`config.mk`:
```
export PLATFORM = sky130hd
export DESIGN_NAME = analog_compare_event_logic
export DESIGN_NICKNAME = d
export VERILOG_FILES = /design/src/verilog/analog_compare_pkg.sv /design/src/verilog/level_sync.sv /design/src/verilog/edge_event_detect.sv /design/src/verilog/analog_compare_event_logic.sv
export VERILOG_INCLUDE_DIRS = /design/src /design/src/verilog
export SDC_FILE = /design/constraint.sdc
export NUM_CORES = 1
export LEC_CHECK = 0
export BUFFER_PORTS_ARGS = -buffer_cell sky130_fd_sc_hd__buf_2
export CORE_MARGIN = 1
export CORE_UTILIZATION = 46
export CTS_CLUSTER_DIAMETER = 60
export DETAILED_ROUTE_END_ITERATION = 7
export PLACE_DENSITY = 0.85
export SYNTH_ARGS = -nofsm -noshare
export SYNTH_HDL_FRONTEND = slang
export SYNTH_SLANG_ARGS = --single-unit
```
`constraint.sdc`:
```
create_clock -name pclk -period 2.3 [get_ports pclk]
set_input_delay 0.345 -clock pclk [delete_from_list [all_inputs] [get_ports pclk]]
set_output_delay 0.345 -clock pclk [all_outputs]
set_load 0.05 [all_outputs]
```
`src/verilog/analog_compare_defs.svh`:
```
// Purpose: Offsets, field positions and reset values of the comparator event logic.
// Assumes: APB with 32-bit data, one aligned word per register.
// Notes: Included by its bare name; holds definitions only.
// Notes on behaviour
// - Routing bit feeds comparator to timer capture zero.
// - Routing active disconnects external timer channel pin.
// - Interrupt on rising, falling or either edge.
// - Option drives comparator result onto output pin.
// - Enabled comparator keeps working in wait mode.
// - Wait mode event with interrupt enable wakes.
// - Enabled comparator stays active in stop3.
// - Stop3 keeps output pin driven as in run.
// - Stop3 event sets flag, wakes when enabled.
// - Reset on stop exit restores all state.
// - Deep stop powers down, wakes at reset state.
// - Debug halt leaves comparator logic running normally.
// - Edge field: 00/10 fall, 01 rise, 11 both.
// - Flag clears only on written one or deep stop.
// - Level status resets zero, reads zero when disabled.
// - Interrupt enable plus set flag raises request.
`ifndef ANALOG_COMPARE_DEFS_SVH
`define ANALOG_COMPARE_DEFS_SVH

`define CMP_CTRL_OFFSET     8'h00
`define CMP_OPTION_OFFSET   8'h04
`define CMP_STATUS_OFFSET   8'h08
`define CMP_MASK_OFFSET     8'h0C

`define CMP_BIT_ENABLE      7
`define CMP_BIT_REF_SEL     6
`define CMP_BIT_FLAG        5
`define CMP_BIT_IRQ_EN      4
`define CMP_BIT_LEVEL       3
`define CMP_BIT_OUT_EN      2
`define CMP_BIT_ROUTE       0
`define CMP_BIT_EVENT       0

`define CMP_CTRL_RESET      8'h00
`define CMP_ROUTE_RESET     1'b0
`define CMP_SYNC_STAGES     2

`endif

```
`src/verilog/analog_compare_pkg.sv`:
```
// Purpose: Types shared by the comparator event logic.
// Assumes: Constants come from the defs header.
// Notes: Nothing here is imported; users write the package name.
package analog_compare_pkg;

	typedef enum logic [1:0] {
		EDGE_FALL     = 2'h0,
		EDGE_RISE     = 2'h1,
		EDGE_FALL_ALT = 2'h2,
		EDGE_BOTH     = 2'h3
	} edge_mode_type;

	typedef struct packed {
		logic          enable;
		logic          ref_sel;
		logic          irq_en;
		logic          out_en;
		edge_mode_type edge_sel;
	} control_type;

	typedef struct packed {
		logic out;
		logic oe;
	} pin_drive_type;

endpackage

```
`src/verilog/level_sync.sv`:
```
// Purpose: Brings asynchronous levels into the pclk domain.
// Assumes: Each bit is an independent level.
// Notes: The first stage is read only by the second.
`timescale 1ns/10ps
module level_sync #(
	parameter int WIDTH = 2
) (
	input  wire logic             pclk,
	input  wire logic             presetn,
	input  wire logic [WIDTH-1:0] async_in,
	output logic      [WIDTH-1:0] sync_out
);

	logic [WIDTH-1:0] stage1;

	// Two flops in series; the pair trades two cycles of delay for metastability margin.
	always_ff @(posedge pclk or negedge presetn) begin
		if (!presetn) begin
			stage1   <= '0;
			sync_out <= '0;
		end else begin
			stage1   <= async_in;
			sync_out <= stage1;
		end
	end

endmodule

```
`src/verilog/edge_event_detect.sv`:
```
// Purpose: Decides whether a sampled change is a compare event.
// Assumes: Both inputs are already synchronised to pclk.
// Notes: Purely combinational; the caller registers the result.
`timescale 1ns/10ps
module edge_event_detect (
	input  wire logic                               level_now,
	input  wire logic                               level_prev,
	input  analog_compare_pkg::edge_mode_type       edge_sel,
	output logic                                    hit
);

	logic rising;
	logic falling;

	// Edge decode; both falling encodings are treated alike.
	always_comb begin
		rising  = level_now & ~level_prev;
		falling = ~level_now & level_prev;
		unique case (edge_sel)
			analog_compare_pkg::EDGE_RISE: hit = rising;
			analog_compare_pkg::EDGE_BOTH: hit = rising | falling;
			default: hit = falling;
		endcase
	end

endmodule

```
`src/verilog/analog_compare_event_logic.sv`:
```
// Purpose: Control, flag and routing logic around an analog comparator.
// Assumes: APB slave on pclk; comparator output arrives asynchronously.
// Notes: Wait and stop3 gate only the wake request; debug halt gates no logic here.
`timescale 1ns/10ps
`include "analog_compare_defs.svh"
module analog_compare_event_logic (
	input  wire logic        pclk,
	input  wire logic        presetn,
	input  wire logic        psel,
	input  wire logic        penable,
	input  wire logic        pwrite,
	input  wire logic [7:0]  paddr,
	input  wire logic [31:0] pwdata,
	output logic      [31:0] prdata,
	output logic             pready,
	output logic             pslverr,
	input  wire logic        comparator_raw,
	input  wire logic        timer1_channel0_pin_in,
	input  wire logic        timer_ch0_out,
	input  wire logic        timer_ch0_oe,
	input  wire logic        wait_mode,
	input  wire logic        stop3_mode,
	input  wire logic        deep_stop,
	output logic             timer1_channel0_pin_out,
	output logic             timer1_channel0_pin_oe,
	output logic             capture_ch0_in,
	output logic             comparator_out_pin,
	output logic             comparator_out_pin_oe,
	output logic             reference_select,
	output logic             compare_irq,
	output logic             wake_request
);

	analog_compare_pkg::control_type   ctrl;
	analog_compare_pkg::pin_drive_type timer_pin;
	logic                              cmp_to_capture_route;
	logic                              compare_event_flag;
	logic                              comparator_level_status;
	logic                              cmp_prev;
	logic                              armed;
	logic                              hit;
	logic                              event_hit;
	logic [1:0]                        sync_levels;
	logic                              cmp_sync;
	logic                              pin_sync;
	logic                              setup_phase;
	logic                              write_strobe;
	logic                              clear_flag;
	logic                              addr_known;
	logic [7:0]                        ctrl_view;

	// Comparator output and the timer pin are both foreign to pclk.
	level_sync #(
		.WIDTH    (`CMP_SYNC_STAGES)
	) u_sync (
		.pclk     (pclk),
		.presetn  (presetn),
		.async_in ({timer1_channel0_pin_in, comparator_raw}),
		.sync_out (sync_levels)
	);

	assign cmp_sync = sync_levels[0];
	assign pin_sync = sync_levels[1];

	// Edge classification against the last synchronised sample.
	edge_event_detect u_edge (
		.level_now  (cmp_sync),
		.level_prev (cmp_prev),
		.edge_sel   (ctrl.edge_sel),
		.hit        (hit)
	);

	// An event counts only once the enable has been seen for a cycle, so
	// that switching the module on never reports a false edge.
	assign event_hit = hit & ctrl.enable & armed & ~deep_stop;

	// APB decode; writes take effect in the access phase, always ready.
	assign setup_phase  = psel & ~penable;
	assign write_strobe = psel & penable & pwrite & pready;
	assign addr_known   = (paddr == `CMP_CTRL_OFFSET) || (paddr == `CMP_OPTION_OFFSET) ||
	                      (paddr == `CMP_STATUS_OFFSET) || (paddr == `CMP_MASK_OFFSET);
	assign clear_flag   = write_strobe &
	                      (((paddr == `CMP_CTRL_OFFSET) && pwdata[`CMP_BIT_FLAG]) ||
	                       ((paddr == `CMP_STATUS_OFFSET) && pwdata[`CMP_BIT_EVENT]));

	// Control word in its packed read layout.
	always_comb begin
		ctrl_view                  = `CMP_CTRL_RESET;
		ctrl_view[`CMP_BIT_ENABLE]  = ctrl.enable;
		ctrl_view[`CMP_BIT_REF_SEL] = ctrl.ref_sel;
		ctrl_view[`CMP_BIT_FLAG]    = compare_event_flag;
		ctrl_view[`CMP_BIT_IRQ_EN]  = ctrl.irq_en;
		ctrl_view[`CMP_BIT_LEVEL]   = comparator_level_status;
		ctrl_view[`CMP_BIT_OUT_EN]  = ctrl.out_en;
		ctrl_view[1:0]              = ctrl.edge_sel;
	end

	// Control register; deep stop returns it to reset like a power-down would.
	always_ff @(posedge pclk or negedge presetn) begin
		if (!presetn) begin
			ctrl <= '0;
		end else if (deep_stop) begin
			ctrl <= '0;
		end else if (write_strobe && paddr == `CMP_CTRL_OFFSET) begin
			ctrl.enable   <= pwdata[`CMP_BIT_ENABLE];
			ctrl.ref_sel  <= pwdata[`CMP_BIT_REF_SEL]; // Buffer enable is software's job.
			ctrl.irq_en   <= pwdata[`CMP_BIT_IRQ_EN];
			ctrl.out_en   <= pwdata[`CMP_BIT_OUT_EN];
			ctrl.edge_sel <= analog_compare_pkg::edge_mode_type'(pwdata[1:0]);
		end else if (write_strobe && paddr == `CMP_MASK_OFFSET) begin
			ctrl.irq_en <= pwdata[`CMP_BIT_EVENT];
		end
	end

	// System option routing bit.
	always_ff @(posedge pclk or negedge presetn) begin
		if (!presetn) begin
			cmp_to_capture_route <= `CMP_ROUTE_RESET;
		end else if (deep_stop) begin
			cmp_to_capture_route <= `CMP_ROUTE_RESET;
		end else if (write_strobe && paddr == `CMP_OPTION_OFFSET) begin
			cmp_to_capture_route <= pwdata[`CMP_BIT_ROUTE];
		end
	end

	// Sampling state; of the mode inputs only deep_stop stops it, so wait,
	// stop3 and debug halt all keep detecting while enabled.
	always_ff @(posedge pclk or negedge presetn) begin
		if (!presetn) begin
			cmp_prev                <= 1'b0;
			armed                   <= 1'b0;
			comparator_level_status <= 1'b0;
		end else begin
			cmp_prev                <= cmp_sync;
			armed                   <= ctrl.enable & ~deep_stop;
			comparator_level_status <= cmp_sync & ctrl.enable & ~deep_stop;
		end
	end

	// Sticky compare flag; a new event beats a simultaneous clear.
	always_ff @(posedge pclk or negedge presetn) begin
		if (!presetn) begin
			compare_event_flag <= 1'b0;
		end else if (deep_stop) begin
			compare_event_flag <= 1'b0;
		end else if (event_hit) begin
			compare_event_flag <= 1'b1;
		end else if (clear_flag) begin
			compare_event_flag <= 1'b0;
		end
	end

	// Interrupt and wake requests follow the flag one cycle later.
	always_ff @(posedge pclk or negedge presetn) begin
		if (!presetn) begin
			compare_irq  <= 1'b0;
			wake_request <= 1'b0;
		end else begin
			compare_irq  <= compare_event_flag & ctrl.irq_en & ~deep_stop;
			wake_request <= compare_event_flag & ctrl.irq_en & ~deep_stop &
			                (wait_mode | stop3_mode);
		end
	end

	// Output pin; nothing here depends on run or stop3, so it behaves alike.
	always_ff @(posedge pclk or negedge presetn) begin
		if (!presetn) begin
			comparator_out_pin    <= 1'b0;
			comparator_out_pin_oe <= 1'b0;
			reference_select      <= 1'b0;
		end else begin
			comparator_out_pin    <= ctrl.out_en & cmp_sync & ctrl.enable;
			comparator_out_pin_oe <= ctrl.out_en & ~deep_stop;
			reference_select      <= ctrl.ref_sel & ~deep_stop;
		end
	end

	// Timer channel zero: capture source and pin ownership.
	always_ff @(posedge pclk or negedge presetn) begin
		if (!presetn) begin
			timer_pin      <= '0;
			capture_ch0_in <= 1'b0;
		end else begin
			timer_pin.out  <= timer_ch0_out;
			timer_pin.oe   <= timer_ch0_oe & ~cmp_to_capture_route;
			capture_ch0_in <= cmp_to_capture_route ? comparator_level_status : pin_sync;
		end
	end

	assign timer1_channel0_pin_out = timer_pin.out;
	assign timer1_channel0_pin_oe  = timer_pin.oe;

	// APB answer; read data is latched in setup so the access phase is zero-wait.
	always_ff @(posedge pclk or negedge presetn) begin
		if (!presetn) begin
			prdata  <= 32'h0000_0000;
			pready  <= 1'b0;
			pslverr <= 1'b0;
		end else begin
			pready <= 1'b1;
			if (setup_phase) begin
				pslverr <= ~addr_known;
				unique case (paddr)
					`CMP_CTRL_OFFSET:   prdata <= {24'h00_0000, ctrl_view};
					`CMP_OPTION_OFFSET: prdata <= {31'h0000_0000, cmp_to_capture_route};
					`CMP_STATUS_OFFSET: prdata <= {31'h0000_0000, compare_event_flag};
					`CMP_MASK_OFFSET:   prdata <= {31'h0000_0000, ctrl.irq_en};
					default:            prdata <= 32'h0000_0000;
				endcase
			end
		end
	end

	// Checks on the event path, interrupt, pins and routing.
	a_flag_sets: assert property (@(posedge pclk) disable iff (!presetn)
		event_hit |=> compare_event_flag)
		else $error("Compare event did not set the flag.");

	a_flag_zero_keep: assert property (@(posedge pclk) disable iff (!presetn)
		(compare_event_flag && !clear_flag && !deep_stop) |=> compare_event_flag)
		else $error("Flag dropped without a written one.");

	a_flag_clear_one: assert property (@(posedge pclk) disable iff (!presetn)
		(clear_flag && !event_hit && !deep_stop) |=> !compare_event_flag)
		else $error("Written one did not clear the flag.");

	a_level_disabled: assert property (@(posedge pclk) disable iff (!presetn)
		!ctrl.enable |=> !comparator_level_status)
		else $error("Level status nonzero while disabled.");

	a_sync_depth: assert property (@(posedge pclk) disable iff (!presetn)
		(ctrl.enable && $past(ctrl.enable) && !deep_stop) |=>
		comparator_level_status == $past(comparator_raw, 3))
		else $error("Level status not three cycles behind the raw input.");

	a_irq_follow: assert property (@(posedge pclk) disable iff (!presetn)
		(compare_event_flag && ctrl.irq_en && !deep_stop) |=> compare_irq)
		else $error("Interrupt missing while flag and enable are set.");

	a_irq_masked: assert property (@(posedge pclk) disable iff (!presetn)
		!ctrl.irq_en |=> !compare_irq)
		else $error("Interrupt raised while disabled.");

	a_wake_wait: assert property (@(posedge pclk) disable iff (!presetn)
		(compare_irq && (wait_mode || stop3_mode) && $stable(ctrl.irq_en)
		 && compare_event_flag && !deep_stop) |=> wake_request)
		else $error("No wake request for an enabled event in low power.");

	a_rise_only: assert property (@(posedge pclk) disable iff (!presetn)
		(ctrl.edge_sel == analog_compare_pkg::EDGE_RISE && !cmp_sync && cmp_prev
		 && !compare_event_flag && !deep_stop) |=> !compare_event_flag)
		else $error("Falling edge set the flag in rising mode.");

	a_route_pin_off: assert property (@(posedge pclk) disable iff (!presetn)
		cmp_to_capture_route |=> !timer1_channel0_pin_oe)
		else $error("Timer pin driven while routing is active.");

	a_route_capture: assert property (@(posedge pclk) disable iff (!presetn)
		cmp_to_capture_route |=> capture_ch0_in == $past(comparator_level_status))
		else $error("Capture input not fed by the comparator.");

	a_out_pin: assert property (@(posedge pclk) disable iff (!presetn)
		(ctrl.out_en && ctrl.enable && !deep_stop) |=>
		(comparator_out_pin == $past(cmp_sync)) && comparator_out_pin_oe)
		else $error("Output pin does not follow the comparator.");

	a_deep_clear: assert property (@(posedge pclk) disable iff (!presetn)
		deep_stop |=> (!compare_event_flag && !ctrl.enable && !cmp_to_capture_route))
		else $error("Deep stop left comparator state set.");

	// Edge selection, requests, pins and low-power behaviour. The antecedents
	// name every gate of the event path, so an edge a gate blocks is not flagged as a failure.
	a_rise_sets: assert property (@(posedge pclk) disable iff (!presetn)
		(ctrl.edge_sel == analog_compare_pkg::EDGE_RISE && cmp_sync && !cmp_prev
		 && ctrl.enable && armed && !deep_stop) |=> compare_event_flag)
		else $error("Rising edge did not set the flag in rising mode.");

	a_fall_sets: assert property (@(posedge pclk) disable iff (!presetn)
		((ctrl.edge_sel == analog_compare_pkg::EDGE_FALL ||
		  ctrl.edge_sel == analog_compare_pkg::EDGE_FALL_ALT) && !cmp_sync && cmp_prev
		 && ctrl.enable && armed && !deep_stop) |=> compare_event_flag)
		else $error("Falling edge did not set the flag in falling mode.");

	a_fall_ignores: assert property (@(posedge pclk) disable iff (!presetn)
		((ctrl.edge_sel == analog_compare_pkg::EDGE_FALL ||
		  ctrl.edge_sel == analog_compare_pkg::EDGE_FALL_ALT) && cmp_sync && !cmp_prev
		 && !compare_event_flag && !deep_stop) |=> !compare_event_flag)
		else $error("Rising edge set the flag in falling mode.");

	a_both_sets: assert property (@(posedge pclk) disable iff (!presetn)
		(ctrl.edge_sel == analog_compare_pkg::EDGE_BOTH && (cmp_sync != cmp_prev)
		 && ctrl.enable && armed && !deep_stop) |=> compare_event_flag)
		else $error("Edge did not set the flag in either-edge mode.");

	a_irq_needs_flag: assert property (@(posedge pclk) disable iff (!presetn)
		compare_irq |-> $past(compare_event_flag && ctrl.irq_en))
		else $error("Interrupt raised without an enabled flag.");

	a_wake_stop3: assert property (@(posedge pclk) disable iff (!presetn)
		(compare_event_flag && ctrl.irq_en && stop3_mode && !deep_stop) |=> wake_request)
		else $error("No wake request for an enabled event in stop3.");

	a_wake_needs_mode: assert property (@(posedge pclk) disable iff (!presetn)
		wake_request |-> $past(wait_mode || stop3_mode))
		else $error("Wake request raised outside wait and stop3.");

	a_wait_runs: assert property (@(posedge pclk) disable iff (!presetn)
		(wait_mode && ctrl.enable && !deep_stop) |=>
		comparator_level_status == $past(cmp_sync))
		else $error("Comparator stopped sampling in wait mode.");

	a_stop3_runs: assert property (@(posedge pclk) disable iff (!presetn)
		(stop3_mode && ctrl.enable && !deep_stop) |=>
		comparator_level_status == $past(cmp_sync))
		else $error("Comparator stopped sampling in stop3 mode.");

	a_pin_oe_on: assert property (@(posedge pclk) disable iff (!presetn)
		(ctrl.out_en && !deep_stop) |=> comparator_out_pin_oe)
		else $error("Output pin not enabled while the option is set.");

	a_pin_released: assert property (@(posedge pclk) disable iff (!presetn)
		!ctrl.out_en |=> (!comparator_out_pin_oe && !comparator_out_pin))
		else $error("Output pin driven while the option is clear.");

	a_capture_pin: assert property (@(posedge pclk) disable iff (!presetn)
		!cmp_to_capture_route |=> capture_ch0_in == $past(pin_sync))
		else $error("Capture input not fed by the timer pin.");

	a_timer_pass: assert property (@(posedge pclk) disable iff (!presetn)
		!cmp_to_capture_route |=> (timer1_channel0_pin_oe == $past(timer_ch0_oe)) &&
		(timer1_channel0_pin_out == $past(timer_ch0_out)))
		else $error("Timer pin drive not passed through without routing.");

	a_deep_outputs: assert property (@(posedge pclk) disable iff (!presetn)
		deep_stop |=> (!compare_irq && !wake_request && !comparator_out_pin_oe &&
		               !reference_select))
		else $error("Deep stop left an output active.");

	c_event_wait: cover property (@(posedge pclk) disable iff (!presetn)
		event_hit && wait_mode);

	c_event_stop3: cover property (@(posedge pclk) disable iff (!presetn)
		wake_request && stop3_mode);

	c_both_edges: cover property (@(posedge pclk) disable iff (!presetn)
		event_hit && ctrl.edge_sel == analog_compare_pkg::EDGE_BOTH);

	c_set_and_clear: cover property (@(posedge pclk) disable iff (!presetn)
		event_hit && clear_flag);

	c_route_high: cover property (@(posedge pclk) disable iff (!presetn)
		cmp_to_capture_route && capture_ch0_in);

endmodule

```
==> flow_summary.html <==
<table>
<tr><th>Metric</th><th>Value</th></tr>
<tr><th colspan="2">Logic synthesis</th></tr>
<tr><td>Number of register bits inferred by synthesis</td><td>33</td></tr>
<tr><td>Netlist Area Pre-Place</td><td>1530 um^2</td></tr>
<tr><td>Yosys warnings</td><td>0</td></tr>
<tr><td>Synth unique cells</td><td>32</td></tr>
<tr><td>Share of the yosys chip area belonging to registers</td><td>53.8%</td></tr>
<tr><td>Avg Inst Size Synth</td><td>11.0 um^2</td></tr>
<tr><td>Mapped Cells</td><td>140</td></tr>
<tr><th colspan="2">Cells and area</th></tr>
<tr><td>Cell area after layout</td><td>1750 um^2</td></tr>
<tr><td>Number of standard cells in the final layout excluding fillers</td><td>232</td></tr>
<tr><td>Commonest non-fill, non-tap cell in the layout</td><td>sky130_fd_sc_hd__buf_2</td></tr>
<tr><td>Diode count</td><td>0</td></tr>
<tr><td>Layout cells sized above 1</td><td>31.9%</td></tr>
<tr><td>Final nets</td><td>241</td></tr>
<tr><td>Commonest non-fill, non-tap cells in the layout</td><td>sky130_fd_sc_hd__buf_2, sky130_fd_sc_hd__dfrtp_1, sky130_fd_sc_hd__conb_1</td></tr>
<tr><td>Post-synthesis to final-layout area growth</td><td>13.9%</td></tr>
<tr><th colspan="2">Drt</th></tr>
<tr><td>Count of unresolved DRC violations after routing</td><td>0</td></tr>
<tr><td>Final routed wirelength across all metal layers</td><td>2420 um</td></tr>
<tr><td>Routed length on met1</td><td>1070 um</td></tr>
<tr><td>First-pass DRT Iterations</td><td>4</td></tr>
<tr><td>Met2 layer wire length in the routed design</td><td>1120 um</td></tr>
<tr><td>Total via count in the routed design</td><td>1041</td></tr>
<tr><td>Detailed-route wire length per cell</td><td>10.4 um</td></tr>
<tr><td>Highest metal layer with signal wires</td><td>met4</td></tr>
<tr><td>Initial DRC Count</td><td>21</td></tr>
<tr><td>Avg Vias per Cell</td><td>4.49</td></tr>
<tr><td>Met3 routed wirelength</td><td>172 um</td></tr>
<tr><td>Antenna-violating nets left</td><td>0</td></tr>
<tr><th colspan="2">Timing</th></tr>
<tr><td>Worst slew slack as a fraction of its limit</td><td>54.2%</td></tr>
<tr><td>Ratio of final minimum period to clock period</td><td>56.8%</td></tr>
<tr><td>Final-layout setup total negative slack</td><td>0 ns</td></tr>
<tr><td>Hold WS</td><td>0.0375 ns</td></tr>
<tr><td>Max-slew violation total from the final report</td><td>0</td></tr>
<tr><td>Worst Setup Slack, final</td><td>0.993 ns</td></tr>
<tr><td>Final period demand of the worst path</td><td>1.31 ns</td></tr>
<tr><td>Maximum operating frequency</td><td>0.765 GHz</td></tr>
<tr><td>Count of final hold-check violations</td><td>0</td></tr>
<tr><td>Setup clock skew after layout</td><td>0.00490 ns</td></tr>
<tr><td>Final setup viols</td><td>0</td></tr>
<tr><td>Transition time at the pin with the least slew margin</td><td>0.687 ns</td></tr>
<tr><td>Unrepaired setup endpoints after global routing</td><td>false</td></tr>
<tr><th colspan="2">Die</th></tr>
<tr><td>Floorplan core area</td><td>3100 um^2</td></tr>
<tr><td>Effective utilization at floorplan</td><td>49.4%</td></tr>
<tr><td>Die area</td><td>3570 um^2</td></tr>
<tr><td>DIE HEIGHT</td><td>59.7 um</td></tr>
<tr><td>Ports</td><td>94</td></tr>
<tr><td>Die Span X</td><td>59.7 um</td></tr>
<tr><td>Cell Rows</td><td>20</td></tr>
<tr><th colspan="2">Placed design</th></tr>
<tr><td>Half-perimeter wire length of the detailed placement result</td><td>1880 um</td></tr>
<tr><td>Port-buffer cells</td><td>44</td></tr>
<tr><td>Placed inst area</td><td>1700 um^2</td></tr>
<tr><td>Instance count after placement with tap cells included</td><td>224</td></tr>
<tr><td>RePlAce Congestion</td><td>0.812</td></tr>
<tr><td>Post-place setup slack</td><td>0.715 ns</td></tr>
<tr><th colspan="2">Clock network</th></tr>
<tr><td>Worst-path clk slew</td><td>0.10 ns</td></tr>
<tr><td>TritonCTS clock tree</td><td>done</td></tr>
<tr><td>Clock net sink count</td><td>33</td></tr>
<tr><td>Clk Tree Root Cell</td><td>sky130_fd_sc_hd__clkbuf_4</td></tr>
<tr><td>Post-CTS Setup Repair Bufs</td><td>0</td></tr>
<tr><td>H-tree depth</td><td>2</td></tr>
<tr><td>Cts bufs inserted</td><td>5</td></tr>
<tr><td>Later-pin clock latency in the skew report</td><td>0.33 ns</td></tr>
<tr><td>Cts-stage hold buffer count</td><td>0</td></tr>
<tr><td>Count of instances resized after the clock tree is built</td><td>0</td></tr>
<tr><td>Buffers from clock root to sink, at most</td><td>2</td></tr>
<tr><th colspan="2">Critical path</th></tr>
<tr><td>Worst Setup Path Type</td><td>reg2out</td></tr>
<tr><td>CP Data Arrival Time</td><td>0.96 ns</td></tr>
<tr><td>Slowest CP cell</td><td>sky130_fd_sc_hd__dfrtp_1</td></tr>
<tr><td>Largest fanout on the critical path</td><td>2</td></tr>
<tr><td>Delay-heaviest family, CP</td><td>flip-flops</td></tr>
<tr><td>Critical path capture point type</td><td>primary output</td></tr>
<tr><td>Worst path max stage delay</td><td>0.37 ns</td></tr>
<tr><td>Critical-path cell list</td><td>buf_2</td></tr>
<tr><td>Worst path required time</td><td>1.96 ns</td></tr>
<tr><td>Setup crit start kind</td><td>flip-flop</td></tr>
<tr><td>Buffers plus inverters on the worst setup path</td><td>1</td></tr>
<tr><th colspan="2">Global route</th></tr>
<tr><td>Total global routing track utilization</td><td>16.4%</td></tr>
<tr><td>Pin count of the biggest net entering global routing</td><td>34</td></tr>
<tr><td>Grt ovf</td><td>0</td></tr>
<tr><td>Via count of the first global-routing pass</td><td>934</td></tr>
<tr><td>First-pass GRT wire length</td><td>4160 um</td></tr>
<tr><td>Antenna violations before repair</td><td>0</td></tr>
<tr><th colspan="2">Pwr</th></tr>
<tr><td>Worst IR Drop VDD</td><td>284 uV</td></tr>
<tr><td>Pleak</td><td>0.000954 uW</td></tr>
<tr><td>PD cells</td><td>610 nW/um^2</td></tr>
<tr><th colspan="2">Flow run</th></tr>
<tr><td>Max-Cap Viols</td><td>0</td></tr>
<tr><th colspan="2">Outcome</th></tr>
<tr><td>Run status</td><td>finished clean</td></tr>
<tr><th colspan="2">Min path</th></tr>
<tr><td>Path class of the lowest-slack min-delay path</td><td>in2async</td></tr>
</table>
[through the flow]
| stage | util, % | total power [uW] |
|---|---|---|
| final | 56.3 | 1070 |
| after floorplan | - | 759 |
| after detailed placement | 54.7 | 771 |
| after global routing | 56.3 | 1120 |
| after global placement | 54.7 | 769 |
| after CTS | 56.3 | 1080 |
[layer usage]
layer,global-route usage (%),up-vias
li1,-,508
met1,20.9,482
met2,23.7,43
met3,7.14,8
met4,8.31,0
met5,0,-
[area by class of cell]
class | instances | area, um^2
fill | 282 | 1360
tap | 44 | 55.1
clock buffer | 6 | 41.3
inverter | 3 | 11.3
multi-input combinational | 100 | 584
timing repair buffer | 44 | 220
clock inverter | 2 | 10.0
sequential | 33 | 826
[synthesized netlist by cell type]
cell type	number	share of area, %
sky130_fd_sc_hd__mux2_2	1	0.73
sky130_fd_sc_hd__a31oi_1	1	0.41
sky130_fd_sc_hd__nand4_2	1	0.82
sky130_fd_sc_hd__mux4_2	1	1.5
sky130_fd_sc_hd__dfrtp_1	33	54
sky130_fd_sc_hd__nand4_1	1	0.41
sky130_fd_sc_hd__o22ai_1	1	0.41
sky130_fd_sc_hd__a32o_1	1	0.65
sky130_fd_sc_hd__and2_1	2	0.82
sky130_fd_sc_hd__buf_6	1	0.73
sky130_fd_sc_hd__nor4_4	1	1.4
sky130_fd_sc_hd__ha_1	2	1.6
sky130_fd_sc_hd__o21ai_0	8	2.6
sky130_fd_sc_hd__nand2_1	18	4.4
sky130_fd_sc_hd__conb_1	2	0.49
sky130_fd_sc_hd__and3_4	1	0.73
sky130_fd_sc_hd__and4_2	1	0.65
sky130_fd_sc_hd__buf_4	24	12
sky130_fd_sc_hd__nor2_1	11	2.7
sky130_fd_sc_hd__mux2i_1	8	5.2
sky130_fd_sc_hd__nor2b_1	7	2.9
sky130_fd_sc_hd__o21a_1	1	0.49
sky130_fd_sc_hd__a21oi_1	1	0.33
sky130_fd_sc_hd__nand3_1	2	0.65
sky130_fd_sc_hd__a211oi_2	1	0.82
sky130_fd_sc_hd__nand2b_1	1	0.41
sky130_fd_sc_hd__inv_1	3	0.73
sky130_fd_sc_hd__clkbuf_1	1	0.24
sky130_fd_sc_hd__a21oi_2	1	0.57
sky130_fd_sc_hd__and3_1	1	0.41
sky130_fd_sc_hd__or2_2	1	0.41
sky130_fd_sc_hd__buf_1	1	0.24
[state kept, by name (all words and copies together) (netlist names), 2 cells and up]
name,flops
prdata,8
ctrl,6
u_sync.stage1,2
u_sync.sync_out,2
[cells by family (layout without fill, tap and decap cells)]
kind of cell	Yosys count	count (layout)	share of synthesized area, %
AND/OR/NAND/NOR	48	48	16.6
AO/OA/AOI/OAI	15	15	6.28
buffers and inverters	30	55	13.7
multiplexers	10	10	7.42
other	2	25	0.490
adder cells (fa/ha/maj)	2	2	1.63
flip-flops	33	33	53.8
[report_power, final]
part | switching (uW) | internal (uW)
registers | 3.31 | 588
clock network | 191 | 116
logic | 139 | 28.2
[path summary, 6_finish.rpt]
| kind | from | to | slack, ns | depth (start not counted) |
|---|---|---|---|---|
| setup / recovery | prdata[2] | prdata[2] | 0.99 | 1 |
| hold / removal | presetn | pready | 0.04 | 1 |
| setup reg to reg | u_sync.sync_out[0] | compare_event_flag | 1.01 | 5 |
| hold reg to reg | u_sync.stage1[1] | u_sync.sync_out[1] | 0.36 | 0 |
| max in group asynchronous | presetn | pslverr | 1.81 | 1 |
| min in group pclk | timer1_channel0_pin_in | u_sync.stage1[1] | 0.11 | 1 |
(Power assumes the default switching activity.)
